File: src/tfm_pkg.sv
package tfm_pkg;
  localparam logic [6:0] TFM_ADDR_DEFAULT = 7'h2e;
  localparam logic [4:0] TFM_ADDR_PREFIX = 5'h0b;
  localparam logic [7:0] TFM_PTR_VALUE = 8'h20;
  localparam logic [7:0] TFM_PTR_DUTY = 8'h30;
  localparam logic [7:0] TFM_PTR_CONFIG = 8'h40;
  localparam logic [7:0] TFM_PTR_STATUS = 8'h41;
  localparam logic [7:0] TFM_PTR_MASK = 8'h42;
  localparam logic [3:0] TFM_PTR_MEM = 4'h5;
  localparam logic [7:0] TFM_PTR_START = 8'h60;
  localparam logic [7:0] TFM_PTR_RANGE = 8'h64;
  localparam logic [7:0] TFM_PTR_ACOUS = 8'h68;
  localparam logic [1:0] TFM_MF_OFFSET = 2'h0;
  localparam logic [1:0] TFM_MF_LOW = 2'h1;
  localparam logic [1:0] TFM_MF_HIGH = 2'h2;
  localparam logic [1:0] TFM_MF_OPPT = 2'h3;
  localparam int TFM_CFG_RUN = 0;
  localparam int TFM_CFG_ALERT_A = 1;
  localparam int TFM_CFG_ALERT_B = 2;
  localparam int TFM_CFG_DYN = 3;
  localparam logic [7:0] TFM_CONFIG_RST = 8'h00;
  localparam logic [7:0] TFM_MASK_RST = 8'h00;
  localparam logic [7:0] TFM_START_RST = 8'h40;
  localparam logic [7:0] TFM_RANGE_RST = 8'h02;
  localparam logic [7:0] TFM_ACOUS_RST = 8'h00;
  localparam logic [7:0] TFM_LOW_RST = 8'h00;
  localparam logic [7:0] TFM_HIGH_RST = 8'hff;
  localparam logic [4:0] TFM_AV_STATUS = 5'h00;
  localparam logic [4:0] TFM_AV_ENABLE = 5'h04;
  localparam logic [4:0] TFM_AV_CLEAR = 5'h08;
  localparam logic [4:0] TFM_AV_STATE = 5'h0c;
  localparam int TFM_EV_CYCLE = 0;
  localparam int TFM_EV_LIMIT = 1;
  localparam int TFM_EV_WRITE = 2;
  localparam int TFM_NUM_EV = 3;
endpackage

File: src/tfm_regmem.sv
`timescale 1ns/1ps
module tfm_regmem
  import tfm_pkg::*;
(
  input wire logic mclk,
  input wire logic reset,
  input wire logic a_we,
  input wire logic [3:0] a_addr,
  input wire logic [7:0] a_wdata,
  output logic [7:0] a_rdata,
  input wire logic [3:0] b_addr,
  output logic [7:0] b_rdata
);
  typedef struct packed {
    logic [15:0][7:0] mem;
    logic [7:0] a_rd;
    logic [7:0] b_rd;
  } tfm_mem_t;
  tfm_mem_t q, d;

  always_comb begin
    d = q;
    if (a_we) begin
      d.mem[a_addr] = a_wdata;
    end
    d.a_rd = q.mem[a_addr];
    d.b_rd = q.mem[b_addr];
  end

  always_ff @(posedge mclk or posedge reset) begin
    if (reset) begin
      for (int i = 0; i < 16; i++) begin
        q.mem[i] <= (i[3:2] == TFM_MF_HIGH) ? TFM_HIGH_RST : TFM_LOW_RST;
      end
      q.a_rd <= 8'h00;
      q.b_rd <= 8'h00;
    end else begin
      q <= d;
    end
  end

  assign a_rdata = q.a_rd;
  assign b_rdata = q.b_rd;
endmodule

File: src/tfm_seq.sv
`timescale 1ns/1ps
module tfm_seq
  import tfm_pkg::*;
(
  input wire logic mclk,
  input wire logic reset,
  input wire logic run,
  input wire logic hold,
  input wire logic adc_done,
  input wire logic [7:0] adc_data,
  output logic adc_start,
  output logic [1:0] adc_ch,
  output logic res_valid,
  output logic [1:0] res_ch,
  output logic [7:0] res_data,
  output logic cycle_done
);
  typedef enum logic {SQ_IDLE, SQ_WAIT} tfm_sq_t;
  typedef struct packed {
    tfm_sq_t st;
    logic [1:0] ch;
    logic start;
    logic valid;
    logic [1:0] rch;
    logic [7:0] rdata;
    logic cdone;
  } tfm_seq_t;
  tfm_seq_t q, d;

  always_comb begin
    d = q;
    d.start = 1'b0;
    d.valid = 1'b0;
    d.cdone = 1'b0;
    unique case (q.st)
      SQ_IDLE: begin
        if (run && !hold) begin
          d.start = 1'b1;
          d.st = SQ_WAIT;
        end
      end
      SQ_WAIT: begin
        if (adc_done) begin
          d.valid = 1'b1;
          d.rch = q.ch;
          d.rdata = adc_data;
          d.ch = 2'(q.ch + 2'd1);
          d.cdone = (q.ch == 2'd3);
          d.st = SQ_IDLE;
        end
      end
    endcase
  end

  always_ff @(posedge mclk or posedge reset) begin
    if (reset) begin
      q <= '{st: SQ_IDLE, default: '0};
    end else begin
      q <= d;
    end
  end

  assign adc_start = q.start;
  assign adc_ch = q.ch;
  assign res_valid = q.valid;
  assign res_ch = q.rch;
  assign res_data = q.rdata;
  assign cycle_done = q.cdone;
endmodule

File: src/tfm_core.sv
`timescale 1ns/1ps
module tfm_core
  import tfm_pkg::*;
(
  input wire logic mclk,
  input wire logic reset,
  input wire logic scl_in,
  input wire logic sda_in,
  output logic sda_out,
  output logic sda_oe,
  input wire logic addr_en_in,
  input wire logic addr_sel_in,
  output logic alert_a_out,
  output logic alert_a_oe,
  output logic alert_b_out,
  output logic alert_b_oe,
  output logic adc_start,
  output logic [1:0] adc_ch,
  input wire logic adc_done,
  input wire logic [7:0] adc_data,
  output logic [23:0] fan_duty,
  input wire logic [4:0] avs_address,
  input wire logic avs_read,
  input wire logic avs_write,
  input wire logic [31:0] avs_writedata,
  input wire logic [3:0] avs_byteenable,
  output logic [31:0] avs_readdata,
  output logic avs_waitrequest,
  output logic irq
);
  typedef enum logic [2:0] {SM_IDLE, SM_ADDR, SM_AACK, SM_WR, SM_WACK, SM_RD, SM_RACK} tfm_sm_t;
  typedef enum logic [2:0] {P_IDLE, P_OFS, P_LOW, P_HIGH, P_CMP, P_FAN} tfm_pr_t;
  typedef struct packed {
    tfm_sm_t smb;
    logic scl_q;
    logic sda_q;
    logic [3:0] bitcnt;
    logic [1:0] bytecnt;
    logic [7:0] sh;
    logic [7:0] tx;
    logic rw;
    logic sda_oe;
    logic [7:0] ptr;
    logic [6:0] addr;
    logic strap_done;
    logic [7:0] config_r;
    logic [7:0] mask;
    logic [7:0] status;
    logic [7:0] cond;
    logic [3:0][7:0] value;
    logic [2:0][7:0] start;
    logic [2:0][7:0] range;
    logic [2:0][7:0] acous;
    logic [2:0][7:0] duty;
    tfm_pr_t proc;
    logic [1:0] pch;
    logic [7:0] praw;
    logic [7:0] pval;
    logic plow;
    logic av_wait;
    logic [31:0] av_rdata;
    logic [TFM_NUM_EV-1:0] ev_status;
    logic [TFM_NUM_EV-1:0] ev_en;
    logic irq;
    logic alert_a;
    logic alert_b;
  } tfm_core_t;
  tfm_core_t q, d;

  logic mem_we;
  logic [3:0] mem_b_addr;
  logic [7:0] mem_a_rdata;
  logic [7:0] mem_b_rdata;
  logic res_valid;
  logic [1:0] res_ch;
  logic [7:0] res_data;
  logic cycle_done;
  logic scl_rise, scl_fall, smb_start, smb_stop;
  logic wr_en;
  logic [7:0] rd_byte;
  logic [7:0] st_set, st_clr;
  logic [TFM_NUM_EV-1:0] ev_set, ev_clr;
  logic [7:0] held;

  tfm_regmem u_mem (
    .mclk(mclk),
    .reset(reset),
    .a_we(mem_we),
    .a_addr(q.ptr[3:0]),
    .a_wdata(q.sh),
    .a_rdata(mem_a_rdata),
    .b_addr(mem_b_addr),
    .b_rdata(mem_b_rdata)
  );

  tfm_seq u_seq (
    .mclk(mclk),
    .reset(reset),
    .run(q.config_r[TFM_CFG_RUN]),
    .hold(q.proc != P_IDLE || res_valid),
    .adc_done(adc_done),
    .adc_data(adc_data),
    .adc_start(adc_start),
    .adc_ch(adc_ch),
    .res_valid(res_valid),
    .res_ch(res_ch),
    .res_data(res_data),
    .cycle_done(cycle_done)
  );

  assign scl_rise = scl_in && !q.scl_q;
  assign scl_fall = !scl_in && q.scl_q;
  assign smb_start = scl_in && q.scl_q && q.sda_q && !sda_in;
  assign smb_stop = scl_in && q.scl_q && !q.sda_q && sda_in;
  assign held = q.status & q.cond;

  always_comb begin
    rd_byte = 8'h00;
    if (q.ptr[7:2] == TFM_PTR_VALUE[7:2]) begin
      rd_byte = q.value[q.ptr[1:0]];
    end else if (q.ptr[7:4] == TFM_PTR_MEM) begin
      rd_byte = mem_a_rdata;
    end else if (q.ptr == TFM_PTR_CONFIG) begin
      rd_byte = q.config_r;
    end else if (q.ptr == TFM_PTR_STATUS) begin
      rd_byte = q.status;
    end else if (q.ptr == TFM_PTR_MASK) begin
      rd_byte = q.mask;
    end else if (q.ptr[1:0] != 2'd3) begin
      if (q.ptr[7:2] == TFM_PTR_START[7:2]) begin
        rd_byte = q.start[q.ptr[1:0]];
      end else if (q.ptr[7:2] == TFM_PTR_RANGE[7:2]) begin
        rd_byte = q.range[q.ptr[1:0]];
      end else if (q.ptr[7:2] == TFM_PTR_ACOUS[7:2]) begin
        rd_byte = q.acous[q.ptr[1:0]];
      end else if (q.ptr[7:2] == TFM_PTR_DUTY[7:2]) begin
        rd_byte = q.duty[q.ptr[1:0]];
      end
    end
  end

  always_comb begin
    logic [1:0] p;
    logic [7:0] diff, tgt, step, cur;
    logic [15:0] slope;
    p = 2'(q.pch - 2'd1);
    diff = 8'h00;
    tgt = 8'h00;
    step = 8'h00;
    cur = 8'h00;
    slope = 16'h0000;
    d = q;
    mem_we = 1'b0;
    mem_b_addr = 4'h0;
    wr_en = 1'b0;
    st_set = 8'h00;
    st_clr = 8'h00;
    ev_clr = '0;
    d.scl_q = scl_in;
    d.sda_q = sda_in;
    if (!q.strap_done) begin
      d.strap_done = 1'b1;
      d.addr = addr_en_in ? TFM_ADDR_DEFAULT : {TFM_ADDR_PREFIX, 1'b0, addr_sel_in};
    end
    unique case (q.smb)
      SM_IDLE: begin
      end
      SM_ADDR, SM_WR: begin
        if (scl_rise) begin
          d.sh = {q.sh[6:0], sda_in};
          d.bitcnt = 4'(q.bitcnt + 4'd1);
        end else if (scl_fall && q.bitcnt == 4'd8) begin
          d.bitcnt = 4'd0;
          if (q.smb == SM_ADDR) begin
            if (q.sh[7:1] == q.addr) begin
              d.sda_oe = 1'b1;
              d.rw = q.sh[0];
              d.smb = SM_AACK;
            end else begin
              d.smb = SM_IDLE;
            end
          end else begin
            d.smb = SM_WACK;
            if (q.bytecnt != 2'd2) begin
              d.sda_oe = 1'b1;
              d.bytecnt = 2'(q.bytecnt + 2'd1);
              if (q.bytecnt == 2'd0) begin
                d.ptr = q.sh;
              end else begin
                wr_en = 1'b1;
              end
            end
          end
        end
      end
      SM_AACK: begin
        if (scl_fall) begin
          if (q.rw) begin
            d.tx = rd_byte;
            d.sda_oe = !rd_byte[7];
            d.smb = SM_RD;
            if (q.ptr == TFM_PTR_STATUS) begin
              st_clr = ~q.cond;
            end
          end else begin
            d.sda_oe = 1'b0;
            d.smb = SM_WR;
          end
        end
      end
      SM_WACK: begin
        if (scl_fall) begin
          d.sda_oe = 1'b0;
          d.smb = SM_WR;
        end
      end
      SM_RD: begin
        if (scl_fall) begin
          if (q.bitcnt == 4'd7) begin
            d.sda_oe = 1'b0;
            d.smb = SM_RACK;
          end else begin
            d.tx = {q.tx[6:0], 1'b0};
            d.sda_oe = !q.tx[6];
            d.bitcnt = 4'(q.bitcnt + 4'd1);
          end
        end
      end
      SM_RACK: begin
        if (scl_rise) begin
          d.smb = SM_IDLE;
        end
      end
    endcase
    if (smb_start) begin
      d.smb = SM_ADDR;
      d.bitcnt = 4'd0;
      d.bytecnt = 2'd0;
      d.sda_oe = 1'b0;
    end else if (smb_stop) begin
      d.smb = SM_IDLE;
      d.sda_oe = 1'b0;
    end
    unique case (q.proc)
      P_IDLE: begin
        if (res_valid) begin
          d.pch = res_ch;
          d.praw = res_data;
          d.proc = P_OFS;
        end
      end
      P_OFS: begin
        mem_b_addr = {TFM_MF_OFFSET, q.pch};
        d.proc = P_LOW;
      end
      P_LOW: begin
        d.pval = (q.pch == 2'd0) ? q.praw : 8'(q.praw + mem_b_rdata);
        mem_b_addr = {TFM_MF_LOW, q.pch};
        d.proc = P_HIGH;
      end
      P_HIGH: begin
        d.plow = q.pval < mem_b_rdata;
        mem_b_addr = {TFM_MF_HIGH, q.pch};
        d.proc = P_CMP;
      end
      P_CMP: begin
        d.value[q.pch] = q.pval;
        d.cond[q.pch] = q.plow || (q.pval > mem_b_rdata);
        st_set[q.pch] = q.plow || (q.pval > mem_b_rdata);
        mem_b_addr = {TFM_MF_OPPT, q.pch};
        d.proc = (q.pch == 2'd0) ? P_IDLE : P_FAN;
      end
      P_FAN: begin
        if (q.config_r[TFM_CFG_DYN]) begin
          if (q.pval > mem_b_rdata && q.start[p] != 8'h00) begin
            d.start[p] = 8'(q.start[p] - 8'd1);
          end else if (q.pval < mem_b_rdata && q.start[p] != 8'hff) begin
            d.start[p] = 8'(q.start[p] + 8'd1);
          end
        end
        if (q.pval > q.start[p]) begin
          diff = 8'(q.pval - q.start[p]);
        end
        slope = {8'h00, diff} << q.range[p][2:0];
        tgt = (slope[15:8] != 8'h00) ? 8'hff : slope[7:0];
        step = q.acous[p];
        cur = q.duty[p];
        if (step == 8'h00) begin
          d.duty[p] = tgt;
        end else if (cur < tgt) begin
          d.duty[p] = (8'(tgt - cur) > step) ? 8'(cur + step) : tgt;
        end else begin
          d.duty[p] = (8'(cur - tgt) > step) ? 8'(cur - step) : tgt;
        end
        d.proc = P_IDLE;
      end
      default: begin
        d.proc = P_IDLE;
      end
    endcase
    if (wr_en) begin
      if (q.ptr == TFM_PTR_CONFIG) begin
        d.config_r = q.sh;
      end else if (q.ptr == TFM_PTR_MASK) begin
        d.mask = q.sh;
      end else if (q.ptr[7:4] == TFM_PTR_MEM) begin
        mem_we = 1'b1;
      end else if (q.ptr[1:0] != 2'd3) begin
        if (q.ptr[7:2] == TFM_PTR_START[7:2]) begin
          d.start[q.ptr[1:0]] = q.sh;
        end else if (q.ptr[7:2] == TFM_PTR_RANGE[7:2]) begin
          d.range[q.ptr[1:0]] = q.sh;
        end else if (q.ptr[7:2] == TFM_PTR_ACOUS[7:2]) begin
          d.acous[q.ptr[1:0]] = q.sh;
        end
      end
    end
    d.status = (q.status & ~st_clr) | st_set;
    d.alert_a = d.config_r[TFM_CFG_ALERT_A] && ((d.status & ~d.mask) != 8'h00);
    d.alert_b = d.config_r[TFM_CFG_ALERT_B] && ((d.status & ~d.mask) != 8'h00);
    d.av_wait = !((avs_read || avs_write) && q.av_wait);
    if (avs_read && q.av_wait) begin
      unique case (avs_address)
        TFM_AV_STATUS: d.av_rdata = 32'(q.ev_status);
        TFM_AV_ENABLE: d.av_rdata = 32'(q.ev_en);
        TFM_AV_STATE: d.av_rdata = {9'h000, q.addr, q.config_r, q.status};
        default: d.av_rdata = 32'h0000_0000;
      endcase
    end
    if (avs_write && !q.av_wait && avs_byteenable[0]) begin
      if (avs_address == TFM_AV_ENABLE) begin
        d.ev_en = avs_writedata[TFM_NUM_EV-1:0];
      end else if (avs_address == TFM_AV_CLEAR) begin
        ev_clr = avs_writedata[TFM_NUM_EV-1:0];
      end
    end
    ev_set = '0;
    ev_set[TFM_EV_CYCLE] = cycle_done;
    ev_set[TFM_EV_LIMIT] = st_set != 8'h00;
    ev_set[TFM_EV_WRITE] = wr_en;
    d.ev_status = (q.ev_status & ~ev_clr) | ev_set;
    d.irq = (d.ev_status & d.ev_en) != '0;
  end

  always_ff @(posedge mclk or posedge reset) begin
    if (reset) begin
      q <= '{smb: SM_IDLE, proc: P_IDLE, scl_q: 1'b1, sda_q: 1'b1, addr: TFM_ADDR_DEFAULT,
             config_r: TFM_CONFIG_RST, mask: TFM_MASK_RST, start: {3{TFM_START_RST}},
             range: {3{TFM_RANGE_RST}}, acous: {3{TFM_ACOUS_RST}}, av_wait: 1'b1,
             default: '0};
    end else begin
      q <= d;
    end
  end

  assign sda_out = 1'b0;
  assign sda_oe = q.sda_oe;
  assign alert_a_out = 1'b0;
  assign alert_a_oe = q.alert_a;
  assign alert_b_out = 1'b0;
  assign alert_b_oe = q.alert_b;
  assign fan_duty = q.duty;
  assign avs_readdata = q.av_rdata;
  assign avs_waitrequest = q.av_wait;
  assign irq = q.irq;
endmodule

File: config.mk
export PLATFORM = sky130hd
export DESIGN_NAME = tfm_core
export DESIGN_NICKNAME = d
export VERILOG_FILES = /design/src/tfm_pkg.sv /design/src/tfm_regmem.sv /design/src/tfm_seq.sv /design/src/tfm_core.sv
export SDC_FILE = /design/constraint.sdc
export NUM_CORES = 1
export LEC_CHECK = 0
export ABC_CLOCK_PERIOD_IN_PS = 13650
export BUFFER_PORTS_ARGS = -buffer_cell sky130_fd_sc_hd__clkbuf_2
export CORE_UTILIZATION = 50
export CTS_CLUSTER_SIZE = 24
export DETAILED_ROUTE_END_ITERATION = 8
export PLACE_DENSITY_LB_ADDON = 0.15
export SYNTH_ARGS = -nofsm -noshare
export SYNTH_HDL_FRONTEND = slang
export SYNTH_HIERARCHICAL = 1
export SYNTH_SLANG_ARGS = --single-unit
File: constraint.sdc
create_clock -name mclk -period 13.65 [get_ports mclk]
set_input_delay 0.6825 -clock mclk [delete_from_list [all_inputs] [get_ports mclk]]
set_output_delay 0.6825 -clock mclk [all_outputs]
set_load 0.03 [all_outputs]
Word level (Yosys, flattened, before mapping)
Cells that the tools add are included.

word-level totals
  logic and storage cells = 388
  bits in registers = 428
  bits of input ports = 58
  output and inout bits = 67

operators by class
  order comparisons = 16
  reductions and logical operators = 66
  muxes and demuxes = 155
  bitwise logic cells = 19
  add/sub/neg operators = 12
  equality and inequality tests = 49
  shifts and indexed selects = 1

operators by type and width
  kind                count
  $mux 72             5
  $mux 8              40
  $mux 24             10
  $bwmux 24           8
  $bmux 8 s2          9
  $bwmux 128          1
  $pmux 23 s3         1
  $bmux 8 s4          2
  $mux 3              20
  $demux 8 s2         3
  $mux 48             1
  $bwmux 32           1
  $demux 8 s4         1
  $gt 8x8->1          4
  $ne 4x4->1 const B  8
  $reduce_bool 8->1   4
  $sub 8x8->8         4
  $pmux 3 s5          2
  $mux 7              4
  $mux 9              3
  $eq 8x7->1 const B  3
  $mux 12             2
  $not 8->8           3
  $reduce_and 8->1    3
  67 further kinds    176

Longest topological paths before layout
  depth in word-level cells = 18
  depth in mapped cells = 36
  mapped depth without buffers = 32

Hierarchy
The synthesis kept the hierarchy.

by module, submodules not included
  module      times used  area each (sq um)  seq. area each (sq um)  cells an instance
  tfm_core    1           16657.2            6168.4                  1725
  tfm_regmem  1           7338.3             3643.5                  468
  tfm_seq     1           718.2              400.4                   49

Least setup slack after synthesis
OpenSTA, ideal clock, no wires.

  path kind = reg-to-reg
  from = register, netlist name q[59]
  to = register q (netlist bit fan_duty[10])
  data arrival time = 7.757 ns
  period minus slack after synthesis = 7.823 ns
  setup slack = 5.827 ns
  cell stages (with the launch flop) = 36
  buffers on the path = 3
  required time = 13.585 ns
  setup time = 0.065 ns
  cell sequence = dfrtp_1 -> buf_4 -> clkinv_1 -> ha_1 -> buf_6 -> buf_6 -> mux2_2 -> a22oi_1 -> inv_1 -> ha_1 -> fa_1 -> nand3b_1 -> a21oi_1 -> a2111oi_4 -> o21a_1 -> a311o_1 -> a21oi_2 -> nor2_1 -> and2_1 -> ha_1 -> fa_1 -> nor2b_1 -> o21ai_0 -> nand2b_1 -> a21o_1 -> a21oi_1 -> xnor2_1 -> ha_1 -> a21o_1 -> a21oi_1 -> nor2b_1 -> a221oi_1 -> nand2_1 -> o221a_2 -> o32ai_1 -> mux2_2

RTL lines
  what                  line             RTL
  to (signal assigned)  tfm_core.sv:347  q <= '{smb: SM_IDLE, proc: P_IDLE, scl_q: 1'b1, sda_q: 1'b1, addr: TFM_ADDR_DEFAULT,
  to (decl)             tfm_core.sv:68   tfm_core_t q, d;

==> impl_metrics.toml <==
[drt]
detail_route.vias_per_cell = 6.072
wl_met3_mm = 3.523
drt-met1-wl_mm = 28.47
wl_per_cell_um = 23.03
top_layer = "met4"
drtAntennaViolNets = 0
wl_mm = 66.84
route.detailed.drc = 0
vias = 17622
drt_iter0_drc = 1577
dr_wl_met2_mm = 32.31
drt-pass1-iter-count = 9

[grt]
grt_pass1_wl_mm = 104.1
grt_pass1_vias = 17682
antenna_found_initial = 0
overflow = 0
grt_use_total_pct = 26.95
grt_max_degree = 134

[sta]
period_needed_ps = 9812
maxSlewHeadroom_pct = 18.80
final_max_slew_viol_count = 0
tightestPinTransition_ps = 1215
period_share_pct = 71.88
hold_viol_final = 0
clock-skew-final_ps = 25.82
setup_violations = 0
rsz0062_at_grt = "false"
tns_ps = 0
max_freq_ghz = 0.1019

[critical_path]
critPathMaxFanout = 29
r2r-start = "q[59]"
cp_data_arrival_time_ps = 10310
r2r_end = "fan_duty[2]"
cp-start-kind = "flop"
worst-setup-path-type = "reg2reg"
regToRegSetupSlack_ps = 3840
reg2regPathDepth = 35
cp.required_ps = 14150
cp_common_cell = "buf_4"
cp-end-kind = "flop"
critPathSlowestCell = "a22oi_1"
max_stage_delay_ps = 710

[min_path]
worstHoldPathCells = 1
worst_hold_path_type = "in2reg"
min_to = "q[264]"
hp-start = "sda_in"

[logic_synthesis]
synth_async_sr_flop_share_pct = 100.0
synthCells = 2242
synth_area_leader_cell = "dfrtp_1"
ys_ff_latch = 406
synthTopCellsByArea = "dfrtp_1 (37%), mux2_2 (11%), mux4_2 (6.6%)"
synth_top_area_share_pct = 36.86
synth-edff-count = 0
ys_warn_count = 6
synthesis.area_um2 = 24710
ys_types = 107
yosysSeqAreaShare_pct = 41.32
syn_area_per_cell_um2 = 11.02
yosys_most_used_dff = "dfrtp_1"

[clock_tree]
htreeDepth = 2
clock-sinks = 406
cts.root.buffer_cell = "clkbuf_16"
cts_made_buffers = 46
ctsResizeCount = 0
hold_buffers = 0
cts_tree = "done"
clock_latency_ps = 590
clk_pin_slew_ps = 60
cts_setup_buffers = 0
ctsLongestPathBuffers = 3

[layout]
ff_latch_area_um2 = 10220
fillers = 4300
final_cell_area_um2 = 26470
fin_util_pct = 54.19
stdcell_count = 2902
multi_input_area_um2 = 13050
area_growth_pct = 7.108
layout_commonest_cell = "dfrtp_1"
final_cell_mix = "dfrtp_1 (362), mux2_2 (246), nand2_1 (173)"
diodes = 0
layout-drive-gt1-share_pct = 27.61
num-nets-final = 2347

[floorplan]
dieHeight_um = 224.3
dieArea_um2 = 50320
io_pins = 125
die_w_um = 224.3
core_um2 = 48850
fp-row-count = 81
initial_core_util_pct = 50.59

[job]
maxCapViolCount = 0

[placed_design]
dpl_cell_area_um2 = 24970
gp_congestion = 0.8747
dp.cells = 2816
port_buffers = 78
hpwl_mm = 47.09

[power]
powerDensity_nw_per_um2 = 105.7
p_leak_uw = 0.01204
vdd_drop_max_v = 0.00009057
power_uw = 2797

[outcome]
status = "complete, no violations"
[sequential cells by signal, indices dropped and copies added, names as in the netlist, 2 cells and up]
| name | count |
|---|---|
| u_seq/res_ch | 2 |
| fan_duty | 24 |
| u_mem/b_rdata | 8 |
| u_seq/res_data | 8 |
| avs_readdata | 19 |
| q | 198 |
| u_seq/adc_ch | 2 |
| u_mem/q | 128 |
| u_mem/a_rdata | 8 |
[cells in the mapped netlist, drive strengths merged, types with 6 or more instances]
cell type  count
a211oi         8
a21o          25
a21oi        109
a221o          9
a221oi         7
a22o          39
a22oi         64
a31oi         20
and2          21
and3          19
buf          140
clkbuf        68
dfrtp        364
dfstp         42
fa             6
ha            83
inv           70
mux2         288
mux2i         51
mux4          72
nand2        180
nand2b        25
nand3         32
nand3b        11
nand4          8
nor2         112
nor2b         20
nor3          21
nor3b          8
nor4          13
o211ai         7
o21a          10
o21ai        108
o21bai         6
o221a          9
o221ai         6
o22ai         22
o2bb2ai        9
o31ai          6
o41ai          6
or2            9
or3           19
xnor2         22
xor2          12
[metrics by stage]
step | hold slack (ps) | setup slack (ps)
floorplan | 423.9 | 5827
global placement | 458.5 | 4123
detailed placement | 464.3 | 3951
CTS | 201.3 | 3896
global route | 214.2 | 3033
finish | 226.6 | 3838
[layer usage]
metal,vias to the layer above,global-route usage (%)
met5,-,0
met2,478,44.45
met1,8954,35.68
met4,0,10.62
li1,8077,-
met3,113,4.206
[worst max-delay path: cells and delay by family (launching register included)]
family | cells | cell delay, ps
buf+inv | 6 | 1390
compound gates | 13 | 4340
flops | 1 | 320
fa+ha+maj | 5 | 1560
simple gates | 9 | 1670
mux | 1 | 270
xor+xnor | 1 | 90
[power breakdown]
part / leakage (uW) / internal [uW] / total, uW / switching, uW
sequential: 0.00543 / 1230 / 1280 / 44.7
clock: 0.000734 / 727 / 1230 / 504
combinational: 0.00587 / 79.2 / 289 / 210
total: 0.0120 / 2040 / 2800 / 758
[cells by family after synthesis]
kind of cell,share of synthesized area [%]
buffers and inverters,6.121
AND/OR/NAND/NOR,10.66
XOR/XNOR,1.205
AO/OA/AOI/OAI,14.07
flip-flops,41.32
other,0.03039
multiplexers,21.90
adder cells (fa/ha/maj),4.688
[worst max-delay path by stage]
stage / from / to / depth (start not counted) / slack (ps)
2_1_floorplan: q[59] / fan_duty[10] / 35 / 5830
3_3_place_gp: q[59] / fan_duty[2] / 35 / 4120
3_5_place_dp: q[59] / fan_duty[2] / 36 / 3950
4_1_cts: q[59] / fan_duty[2] / 35 / 3900
5_1_grt: q[59] / fan_duty[2] / 36 / 3030
6_report: q[59] / fan_duty[2] / 35 / 3840
[final cells by class]
class / instances / share of cell area (%)
sequential: 406 / 38.61
inverter: 71 / 1.054
tap: 664 / 3.139
clock inverter: 15 / 0.6618
clock buffer: 71 / 5.006
multi-input combinational: 1570 / 49.29
timing repair buffer: 105 / 2.240
Power figures use the tool's default switching activity.
